<file path="config.mk">
export PLATFORM = sky130hd
export DESIGN_NAME = dtc_term_ctrl
export DESIGN_NICKNAME = d
export VERILOG_FILES = /design/src/shared/dtc_pkg.sv /design/src/dtc_delay_line.sv /design/src/dtc_term_ctrl.sv
export SDC_FILE = /design/constraint.sdc
export NUM_CORES = 1
export LEC_CHECK = 0
export BUFFER_PORTS_ARGS = -buffer_cell sky130_fd_sc_hd__buf_4
export CORE_MARGIN = 2
export CORE_UTILIZATION = 50
export DETAILED_ROUTE_END_ITERATION = 10
export PLACE_DENSITY = 0.71
export SYNTH_ARGS = -nofsm -noshare
export SYNTH_HDL_FRONTEND = slang
export SYNTH_SLANG_ARGS = --single-unit
export TNS_END_PERCENT = 30
</file>
<file path="constraint.sdc">
create_clock -name clk_sys_in -period 13.1 [get_ports clk_sys_in]
set_input_delay 3.275 -clock clk_sys_in [delete_from_list [all_inputs] [get_ports clk_sys_in]]
set_output_delay 3.275 -clock clk_sys_in [all_outputs]
set_load 0.02 [all_outputs]
</file>
<file path="src/shared/dtc_pkg.sv">
package dtc_pkg;
	localparam int unsigned CLK_PERIOD_NS = 25;
	localparam logic [2:0] RTT_CODE_OFF = 3'h0;
	localparam int unsigned MR_BIT_ODT_BUF_DIS = 5;
	localparam int unsigned MR_NOM_TERM_LSB = 8;
	localparam int unsigned MR_RTT_WR_LSB = 9;
	localparam int unsigned MR_RTT_PARK_LSB = 6;
	localparam logic [4:0] LAT_PRE1_SUB = 5'h2;
	localparam logic [4:0] LAT_PRE2_SUB = 5'h3;
	localparam logic [4:0] BC4_OFF_ADD = 5'h4;
	localparam logic [4:0] BL8_OFF_ADD = 5'h6;
	localparam logic [4:0] CRC_OFF_ADD = 5'h1;
	localparam logic [4:0] PRE_PD_SUB = 5'h1;
	localparam int unsigned HIST_DEPTH = 32;
	localparam logic [15:0] APB_CTRL_OFS = 16'h0000;
	localparam logic [15:0] APB_MR_OFS = 16'h0004;
	localparam logic [15:0] APB_STAT_OFS = 16'h0008;
	localparam logic [31:0] CTRL_RESET = 32'h0000_0000;
	localparam logic [31:0] MR_RESET = 32'h0000_0000;
	localparam int unsigned CTRL_WL_LSB = 0;
	localparam int unsigned CTRL_AL_LSB = 8;
	localparam int unsigned CTRL_PL_LSB = 16;
	localparam int unsigned CTRL_PRE2 = 24;
	localparam int unsigned CTRL_CRC = 25;
	localparam int unsigned CTRL_DLL_OFF = 26;

	typedef enum logic [1:0] {
		DTC_TERM_PARK = 2'h0,
		DTC_TERM_NOM = 2'h1,
		DTC_TERM_WR = 2'h2
	} dtc_term_t;

	typedef struct packed {
		logic       psel;
		logic       penable;
		logic       pwrite;
		logic [15:0] paddr;
		logic [31:0] pwdata;
	} dtc_apb_req_t;

	typedef struct packed {
		dtc_term_t  sel;
		logic [2:0] code;
	} dtc_rtt_t;
endpackage

</file>
<file path="src/dtc_delay_line.sv">
`timescale 1ns/100ps
// Delay line of pin and write events; tap chosen per latency at run time.
module dtc_delay_line (
	input  wire logic        clk_sys_in,
	input  wire logic        reset_in,
	input  wire logic [1:0]  event_in,
	output logic [31:0]      odt_hist_out,
	output logic [31:0]      wr_hist_out
);
	import dtc_pkg::*;
	logic [31:0] odt_q, odt_d, wr_q, wr_d;
	always_comb begin
		odt_d = {odt_q[30:0], event_in[0]};
		wr_d  = {wr_q[30:0], event_in[1]};
	end
	always_ff @(posedge clk_sys_in or posedge reset_in) begin
		if (reset_in) begin
			odt_q <= 32'h0000_0000;
			wr_q  <= 32'h0000_0000;
		end else begin
			odt_q <= odt_d;
			wr_q  <= wr_d;
		end
	end
	assign odt_hist_out = odt_q;
	assign wr_hist_out  = wr_q;
endmodule

</file>
<file path="src/dtc_term_ctrl.sv">
`timescale 1ns/100ps
// Behaviour
// - Write termination starts write_latency minus 2 or 3 clocks after write.
// - Burst-chop-4 write ends write termination at write_latency plus 4, or 5 with CRC.
// - Burst-8 write ends write termination at write_latency plus 6, or 7 with CRC.
// - Delay-locked loop off selects asynchronous timing, otherwise synchronous.
// - Asynchronous mode ignores additive and parity latency on the pin.
// - Asynchronous pin high reaches nominal within the turn-on window.
// - Asynchronous pin low reaches park within the turn-off window.
// - Buffer-disable option blocks nominal termination during power down.
// - Pin samples after clock-enable low or write_latency minus 1 before entry dropped.
// - Write termination enabled only when its code is nonzero.
// - Nominal, write and park codes come from their mode register fields.
// - Outside writes nominal follows pin with direct latencies; park when low.
// - Write termination never operates with the delay-locked loop off.
module dtc_term_ctrl (
	input  wire logic             clk_sys_in,
	input  wire logic             reset_in,
	input  wire logic             odt_pin_in,
	input  wire logic             cke_pin_in,
	input  wire logic             write_cmd_in,
	input  wire logic             write_bc4_in,
	input  wire dtc_pkg::dtc_apb_req_t apb_req_in,
	output logic [31:0]           prdata_out,
	output logic                  pready_out,
	output logic                  pslverr_out,
	output dtc_pkg::dtc_rtt_t     rtt_out
);
	import dtc_pkg::*;

	function automatic logic [4:0] tap_sat(input logic [5:0] v);
		tap_sat = (v > 6'd31) ? 5'h1F : v[4:0];
	endfunction

	// Two-stage synchronisers for pins from the controller.
	logic odt_s1_q, odt_s2_q, cke_s1_q, cke_s2_q;
	always_ff @(posedge clk_sys_in or posedge reset_in) begin
		if (reset_in) begin
			odt_s1_q <= 1'b0;
			odt_s2_q <= 1'b0;
			cke_s1_q <= 1'b1;
			cke_s2_q <= 1'b1;
		end else begin
			odt_s1_q <= odt_pin_in;
			odt_s2_q <= odt_s1_q;
			cke_s1_q <= cke_pin_in;
			cke_s2_q <= cke_s1_q;
		end
	end

	// APB registers.
	logic [31:0] ctrl_q, ctrl_d, mr_q, mr_d, prdata_q, prdata_d;
	logic        pready_q, pready_d, pslverr_q, pslverr_d;
	logic        access;
	logic [31:0] stat;
	always_comb begin
		ctrl_d    = ctrl_q;
		mr_d      = mr_q;
		prdata_d  = prdata_q;
		pslverr_d = 1'b0;
		access    = apb_req_in.psel && apb_req_in.penable && !pready_q;
		pready_d  = access;
		if (access) begin
			unique case (apb_req_in.paddr)
				APB_CTRL_OFS: begin
					if (apb_req_in.pwrite) ctrl_d = apb_req_in.pwdata;
					prdata_d = ctrl_q;
				end
				APB_MR_OFS: begin
					if (apb_req_in.pwrite) mr_d = apb_req_in.pwdata;
					prdata_d = mr_q;
				end
				APB_STAT_OFS: begin
					prdata_d  = stat;
					pslverr_d = apb_req_in.pwrite;
				end
				default: begin
					prdata_d  = 32'h0000_0000;
					pslverr_d = 1'b1;
				end
			endcase
		end
	end
	always_ff @(posedge clk_sys_in or posedge reset_in) begin
		if (reset_in) begin
			ctrl_q    <= CTRL_RESET;
			mr_q      <= MR_RESET;
			prdata_q  <= 32'h0000_0000;
			pready_q  <= 1'b0;
			pslverr_q <= 1'b0;
		end else begin
			ctrl_q    <= ctrl_d;
			mr_q      <= mr_d;
			prdata_q  <= prdata_d;
			pready_q  <= pready_d;
			pslverr_q <= pslverr_d;
		end
	end

	// Mode fields. The MR register packs MR1 nominal, MR2 write, MR5 park and buffer-disable.
	logic [4:0] wl, al, pl;
	logic       pre2, crc, dll_off, buf_dis;
	logic [2:0] nom_code, wr_code, park_code;
	always_comb begin
		wl        = ctrl_q[CTRL_WL_LSB +: 5];
		al        = ctrl_q[CTRL_AL_LSB +: 5];
		pl        = ctrl_q[CTRL_PL_LSB +: 5];
		pre2      = ctrl_q[CTRL_PRE2];
		crc       = ctrl_q[CTRL_CRC];
		dll_off   = ctrl_q[CTRL_DLL_OFF];
		nom_code  = mr_q[MR_NOM_TERM_LSB +: 3];
		wr_code   = mr_q[16 + MR_RTT_WR_LSB +: 3];
		park_code = mr_q[24 + MR_RTT_PARK_LSB - 6 +: 3];
		buf_dis   = mr_q[28 + MR_BIT_ODT_BUF_DIS - 5];
	end

	// Event history: odt sample and write command per clock.
	logic [31:0] odt_hist, wr_hist;
	logic        wr_ev;
	logic        write_bc4_q;
	logic        pd_block_q, pd_block_d, nom_req;
	assign wr_ev = write_cmd_in && !dll_off && (wr_code != RTT_CODE_OFF);
	dtc_delay_line u_hist (
		.clk_sys_in   (clk_sys_in),
		.reset_in     (reset_in),
		.event_in     ({wr_ev, odt_s2_q && !pd_block_q}),
		.odt_hist_out (odt_hist),
		.wr_hist_out  (wr_hist)
	);

	// Write window: counter loaded at write, on/off points from latencies.
	logic [5:0] wcnt_q, wcnt_d;
	logic [4:0] on_lat, off_lat, odt_lat;
	logic       in_wr;
	always_comb begin
		on_lat  = tap_sat({1'b0, wl} - {1'b0, (pre2 ? LAT_PRE2_SUB : LAT_PRE1_SUB)});
		off_lat = tap_sat({1'b0, wl} + {1'b0, (write_bc4_q ? BC4_OFF_ADD : BL8_OFF_ADD)}
			+ {1'b0, (crc ? CRC_OFF_ADD : 5'h0)});
		odt_lat = tap_sat({1'b0, wl} + {1'b0, al} + {1'b0, pl}
			- {1'b0, (pre2 ? LAT_PRE2_SUB : LAT_PRE1_SUB)});
		wcnt_d  = wr_ev ? 6'h01 : ((wcnt_q != 6'h00 && wcnt_q < 6'h3F) ? wcnt_q + 6'h01 : 6'h00);
		if (wcnt_q > {1'b0, off_lat}) wcnt_d = 6'h00;
		in_wr   = (wcnt_q > {1'b0, on_lat}) && (wcnt_q <= {1'b0, off_lat});
	end
	always_ff @(posedge clk_sys_in or posedge reset_in) begin
		if (reset_in) begin
			wcnt_q      <= 6'h00;
			write_bc4_q <= 1'b0;
		end else begin
			wcnt_q      <= wcnt_d;
			if (wr_ev) write_bc4_q <= write_bc4_in;
		end
	end

	// Power down tracking: clock enable low blocks pin samples when option set.
	always_comb begin
		pd_block_d = buf_dis && !cke_s2_q;
		// Asynchronous mode takes the pin straight, no added latencies.
		nom_req = dll_off ? (odt_s2_q && !pd_block_q) : odt_hist[odt_lat];
		if (pd_block_q) nom_req = 1'b0;
		if (buf_dis && odt_lat > PRE_PD_SUB && !cke_s2_q && !dll_off)
			nom_req = 1'b0;
	end

	dtc_rtt_t rtt_q, rtt_d;
	always_comb begin
		if (in_wr) begin
			rtt_d.sel  = DTC_TERM_WR;
			rtt_d.code = wr_code;
		end else if (nom_req && nom_code != RTT_CODE_OFF) begin
			rtt_d.sel  = DTC_TERM_NOM;
			rtt_d.code = nom_code;
		end else begin
			rtt_d.sel  = DTC_TERM_PARK;
			rtt_d.code = park_code;
		end
	end
	always_ff @(posedge clk_sys_in or posedge reset_in) begin
		if (reset_in) begin
			rtt_q      <= '{sel: DTC_TERM_PARK, code: 3'h0};
			pd_block_q <= 1'b0;
		end else begin
			rtt_q      <= rtt_d;
			pd_block_q <= pd_block_d;
		end
	end

	assign stat        = {24'h0, pd_block_q, in_wr, dll_off, rtt_q.code, rtt_q.sel};
	assign prdata_out  = prdata_q;
	assign pready_out  = pready_q;
	assign pslverr_out = pslverr_q;
	assign rtt_out     = rtt_q;

	property p_async_on;
		@(posedge clk_sys_in) disable iff (reset_in)
		(dll_off && odt_s2_q && !pd_block_q && !in_wr && nom_code != 3'h0) |=> rtt_q.sel == DTC_TERM_NOM;
	endproperty
	a_async_on: assert property (p_async_on) else $error("async turn-on late");
	property p_async_off;
		@(posedge clk_sys_in) disable iff (reset_in)
		(dll_off && !odt_s2_q && !in_wr) |=> rtt_q.sel == DTC_TERM_PARK;
	endproperty
	a_async_off: assert property (p_async_off) else $error("async turn-off late");
	property p_no_wr_dll_off;
		@(posedge clk_sys_in) disable iff (reset_in) dll_off |-> !wr_ev;
	endproperty
	a_no_wr_dll_off: assert property (p_no_wr_dll_off) else $error("write termination in dll off");
	property p_pd_nom;
		@(posedge clk_sys_in) disable iff (reset_in) pd_block_q |=> rtt_q.sel != DTC_TERM_NOM;
	endproperty
	a_pd_nom: assert property (p_pd_nom) else $error("nominal in power down");
	property p_wr_code;
		@(posedge clk_sys_in) disable iff (reset_in) wr_ev |-> wr_code != 3'h0;
	endproperty
	a_wr_code: assert property (p_wr_code) else $error("write termination with zero code");
	property p_wr_sel;
		@(posedge clk_sys_in) disable iff (reset_in) in_wr |=> rtt_q.sel == DTC_TERM_WR;
	endproperty
	a_wr_sel: assert property (p_wr_sel) else $error("write window not applied");
	property p_wr_on;
		@(posedge clk_sys_in) disable iff (reset_in)
		(wr_ev && wl == 5'h9 && !pre2 && !$past(wr_ev)) |-> ##8 in_wr;
	endproperty
	a_wr_on: assert property (p_wr_on) else $error("write turn-on latency");
	property p_wr_off;
		@(posedge clk_sys_in) disable iff (reset_in)
		(wr_ev && wl == 5'h9 && !crc && !write_bc4_in) ##1 (!wr_ev) [*8] |-> ##8 !in_wr;
	endproperty
	a_wr_off: assert property (p_wr_off) else $error("write turn-off latency");
	c_wr: cover property (@(posedge clk_sys_in) in_wr);
	c_nom: cover property (@(posedge clk_sys_in) rtt_q.sel == DTC_TERM_NOM);
	c_pd: cover property (@(posedge clk_sys_in) pd_block_q);
endmodule

</file>
**Word level (Yosys, flattened, before mapping)**

Index checks and enable logic that the tools add are counted.

- Register bits after elaboration: 147
- Bits of input ports: 57
- Output and inout port bits: 39
- Logic and storage cells: 75

- $add $sub $neg: 7
- Order comparisons: 9
- Equal/unequal tests: 2
- Mux-type cells: 19
- Reduce and logical (&&, ||, !) cells: 23

Operator list:

| kind | number |
|---|---|
| 32-bit one-hot mux with 3 select lines | 1 |
| 5-bit 2-to-1 mux | 4 |
| 6-bit by 5-bit > comparator with 1-bit output (second input constant) | 3 |
| 6-bit 2-to-1 mux | 3 |
| 16-bit by 3-bit equality test with 1-bit output (second input constant) | 1 |
| 16-bit by 4-bit equality test with 1-bit output (second input constant) | 1 |
| 16-bit logical NOT | 1 |
| 6-bit by 5-bit > comparator with 1-bit output | 2 |
| 1-bit logical AND | 12 |
| 1-bit 2-to-1 mux | 7 |
| 5-bit by 3-bit adder with 6-bit output | 1 |
| 5-bit by 5-bit adder with 6-bit output | 1 |
| 6-bit by 1-bit adder with 6-bit output | 1 |
| 6-bit by 1-bit adder with 6-bit output (second input constant) | 1 |
| 6-bit by 5-bit adder with 6-bit output | 1 |
| 6-bit by 5-bit less-or-equal comparator with 1-bit output | 1 |
| 5-bit by 6-bit < comparator with 1-bit output (second input constant) | 1 |
| 6-bit < comparator (second input constant) | 1 |
| 3-bit AND reduction | 2 |
| 3-bit nonzero test | 2 |
| 6-bit nonzero test | 1 |
| 5-bit by 5-bit subtractor with 6-bit output | 1 |
| 6-bit by 2-bit subtractor with 6-bit output | 1 |
| 1-bit binary-select mux with 5-bit select | 1 |
| 6 further kinds | 9 |

**Longest topological paths before layout**

- Word-level depth: 13
- Mapped depth: 16
- Depth with buffers taken out: 16

**Cells and area by module**

From an unflattened synthesis, not the netlist that was laid out.

- Cell total of the unflattened synthesis: 610
- Area, all modules: 7457.2 sq um

Modules (own cells, without submodules):

| module | instances | cells an instance | area an instance (sq um) | seq. area each (sq um) |
|---|---|---|---|---|
| dtc_term_ctrl | 1 | 545 | 5851.9 | 2880.3 |
| dtc_delay_line | 1 | 65 | 1605.3 | 1601.5 |

**Worst setup path after synthesis**

Ideal clock, no wire load.

- Path type: input-to-reg
- Start point: in apb_req_in[41] (netlist bit)
- End point: reg ctrl_q[5]
- Library setup time: 0.125 ns
- Arrival time: 5.014 ns
- Data required time: 12.975 ns
- Slack: 7.961 ns
- Stages on the path: 7
- Path buffers: 2
- Cell sequence: nor4_1 -> nand4_1 -> nor3_1 -> and3_1 -> buf_2 -> buf_2 -> mux2_2

- Cells in the longest elaborated chain, start to end: 2

Ends and longest elaborated chain:

| item | line | source |
|---|---|---|
| start: declaration | dtc_term_ctrl.sv:23 | `input wire dtc_pkg::dtc_apb_req_t apb_req_in,` |
| 16-bit logical NOT | dtc_term_ctrl.sv:64 | `unique case (apb_req_in.paddr)` |
| 3-bit AND reduction (no source line) | - |  |
| end signal: assignment | dtc_term_ctrl.sv:92 | `ctrl_q <= ctrl_d;` |
| end: declaration | dtc_term_ctrl.sv:52 | `logic [31:0] ctrl_q, ctrl_d, mr_q, mr_d, prdata_q, prdata_d;` |

Every way passes these cells.
A chain may end at the register's enable or synchronous reset.

**Worst setup path in the final report**

- Start point: in apb_req_in[32] (netlist bit)
- End point: reg mr_q[24]

- Cells in the longest elaborated chain, start to end: 2

Ends and longest elaborated chain:

| item | line | source |
|---|---|---|
| 16-bit by 3-bit equality test with 1-bit output | dtc_term_ctrl.sv:64 |  |
| 3-bit AND reduction (no source line) | - |  |
| end signal: assignment | dtc_term_ctrl.sv:93 | `mr_q <= mr_d;` |
| end: declaration | dtc_term_ctrl.sv:52 |  |

Every way passes these cells.

==> key figures <==
Outcome
  • Status: finished clean

Synth
  • Synth cell types: 58
  • FFs w/ async S/R, synth: 1.00
  • Post-synth EDFFs: 0
  • Synthesized area per cell: 11.6 um^2
  • Main flop type after synthesis: dfrtp_1
  • Post-synth top area cell: dfrtp_1
  • Ys Warns: 0
  • Synth area leaders: dfrtp_1 54%, mux2_2 9.1%, ha_1 4.6%
  • Seq cells post-synth: 147
  • Synth Instances: 584
  • Post-Syn Nets: 673
  • Seq/Total Area, Yosys: 0.543
  • Top-count cell post-synth: dfrtp_1
  • Synth top area share: 0.535
  • Commonest cells in the netlist: 145 x dfrtp_1, 59 x nand2_1, 55 x mux2_2, 52 x o21ai_0, 37 x inv_1
  • Post-Syn Area: 6780 um^2

Timing
  • Clock period minus worst slack: 5.67 ns
  • Setup TNS: 0 ns
  • Normalized max-slew margin: 0.323
  • Skew final: 0.00675 ns
  • RSZ-0062 raised after global routing: false
  • Max Freq: 177 MHz
  • Period utilisation layout: 0.432
  • Setup Viol. Count Final: 0
  • Slew Viols, Final: 0
  • Worst-Margin Slew: 1.02 ns
  • Fin. Hold Viols: 0

Global route
  • Largest net degree at the start of global routing: 81
  • GR Overflow Total: 0
  • Antenna violations before repair: 0
  • Vias in the first global route: 4932
  • All-Layer GR Usage: 0.227
  • Global-route wire length before repair: 25200 um

Routing
  • Drt wl/cell: 18.0 um
  • Via count: 4906
  • Routed vias/inst: 5.69
  • Remaining DRCs: 0
  • Drt pass-1 iters: 7
  • DR iter-0 viols: 306
  • Routed wire length: 15500 um
  • Number of routed nets with antenna violations: 0

Critical path
  • Worst R2R Start: ctrl_q[2]
  • Most used cell along the critical path: buf_4
  • WP data required: 13.40 ns
  • Crit Path Category: primary input to flop
  • Critical Path Max Stage Delay: 0.68 ns
  • Critical Path Slowest Stage Cell: and3_1
  • Worst-path fanout max: 34
  • Critical Path End Type: flop
  • Startpoint types: primary input
  • Critical Path AT: 5.97 ns
  • Critical Path, Cell by Cell: buf_4 > nor4_1 > nand4_1 > inv_1 > and3_1 > buf_4 > and3_1 > buf_4 > mux2_2
  • Worst Setup SP: apb_req_in[32]

Placement
  • Port Buffers: 95
  • Placed cell count: 830
  • DP Area: 7630 um^2
  • HPWL after detailed placement: 10600 um
  • Gpl congestion: 0.847

Pwr
  • Design Power: 0.000967 W
  • Pleak: 3.91 nW
  • Peak supply drop: 73.2 uV
  • PD cells: 118 nW/um^2

Layout
  • Nets: 762
  • Area grow syn2layout: 20.7%
  • Layout cell share with drive strength beyond 1: 0.299
  • Finished Layout Cells: 862
  • Fill cell count: 1096
  • ANT cells: 0
  • Final core occ: 0.618
  • Design area: 8180 um^2

CTS
  • CTS clk-pin slew, worst paths: 0.06 ns
  • CTS Buffer Depth: 2
  • TritonCTS clock tree: yes
  • Post-CTS Resized: 0
  • Hold buffer count at cts: 0
  • Clock Sinks: 147
  • H-tree levels: 4
  • Later-pin clock latency in the skew report: 0.42 ns
  • Post-CTS setup buffers: 0
  • Clock root buffer: clkbuf_16
  • Number of buffers created by CTS: 17

Floorplanning
  • Row cnt: 42
  • Die width: 120 um
  • I/O pins: 96
  • Die Ht: 120 um
  • Initial Util: 0.512
  • Die footprint: 14500 um^2
  • Core area: 13200 um^2

Worst hold path
  • Hold Path Class: flop to flop
  • Hold_sp: odt_s1_q

Flow run
  • Max-cap violations: 0
[final timing paths]
check                                       to  slack (ns)  depth (start not counted)
worst max-delay path                  mr_q[24]        7.43                          9
worst min-delay path                  odt_s2_q        0.35                          0
worst max register to register      rtt_out[1]        8.77                         12
worst min register to register        odt_s2_q        0.35                          0
max in group asynchronous       prdata_out[14]        8.80                          3
min in group asynchronous            wcnt_q[4]        2.98                          2
[cells by family (layout without fill, tap and decap cells)]
logic type                 count (synthesis)  count (layout)  synth area share
and+or+nand+nor                          136             136            0.0921
muxes                                     65              65             0.112
DFF                                      147             147             0.543
xor gates and xnor gates                  10              10            0.0168
buffers and inverters                     66             168            0.0393
AOI/OAI and AO/OA                        128             128             0.130
adders and majority gates                 32              32            0.0668
[through the flow]
step,hold slack [ns],worst slack [ns]
3_5_place_dp,0.335,7.00
6_report,0.349,7.43
3_3_place_gp,0.337,7.03
5_1_grt,0.357,7.19
4_1_cts,0.354,7.45
2_1_floorplan,0.331,5.88
[report_power, final]
part | internal, W | switching (W) | total (W) | leakage (nW)
combinational | 0.0000209 | 0.0000268 | 0.0000477 | 1.76
sequential | 0.000464 | 0.00000517 | 0.000469 | 1.87
clock | 0.000265 | 0.000186 | 0.000451 | 0.269
[state kept, by name (all words and copies together), names as in the netlist]
signal               count
cke_s1_q                 1
pslverr_out              1
pd_block_q               1
odt_s1_q                 1
wcnt_q                   6
cke_s2_q                 1
odt_s2_q                 1
ctrl_q                  32
u_hist.odt_hist_out     32
rtt_out                  5
prdata_out              32
mr_q                    32
pready_out               1
write_bc4_q              1
[cell usage in the layout, fill, tap and decap left out, drive strengths merged, types with 3 or more instances in the layout]
master / synthesis / routed
a2111oi: 3 / 3
a21o: 3 / 3
a21oi: 7 / 7
a221o: 3 / 3
a221oi: 7 / 7
a22oi: 26 / 26
a31oi: 3 / 3
and2: 3 / 3
and3: 6 / 6
and4: 3 / 3
buf: 11 / 99
clkbuf: 18 / 19
clkinv: 0 / 7
clkinvlp: 0 / 3
dfrtp: 145 / 145
fa: 7 / 7
ha: 25 / 25
inv: 37 / 39
mux2: 55 / 55
mux2i: 7 / 7
mux4: 3 / 3
nand2: 59 / 59
nand3: 5 / 5
nor2: 35 / 35
nor2b: 5 / 5
nor3: 3 / 3
nor4: 5 / 5
o21a: 7 / 7
o21ai: 52 / 52
o311ai: 3 / 3
xnor2: 5 / 5
xor2: 5 / 5
[layout make-up]
| cell class | count | area [um^2] | share of cell area |
|---|---|---|---|
| Clock inverter | 13 | 109 | 0.0133 |
| Multi-Input combinational cell | 371 | 2840 | 0.347 |
| Tap cell | 176 | 220 | 0.0269 |
| Timing Repair Buffer | 99 | 743 | 0.0908 |
| Sequential cell | 147 | 3680 | 0.450 |
| Clock buffer | 19 | 443 | 0.0541 |
| Inverter | 37 | 144 | 0.0176 |
[worst max-delay path, delay by kind of cell]
family / cells / cell delay (ns)
buffers and inverters: 4 / 0.97
multiplexers: 1 / 0.38
AND/OR/NAND/NOR: 4 / 1.31
[metal layers]
metal	GRT usage	wire length, um	up-vias	part of all wire
met4	0.0734	306	0	0.020
li1	-	-	2242	-
met2	0.352	7650	137	0.49
met1	0.314	6800	2503	0.44
met5	0	0	-	0
met3	0.0580	740	24	0.048
(Power assumes the default switching activity.)
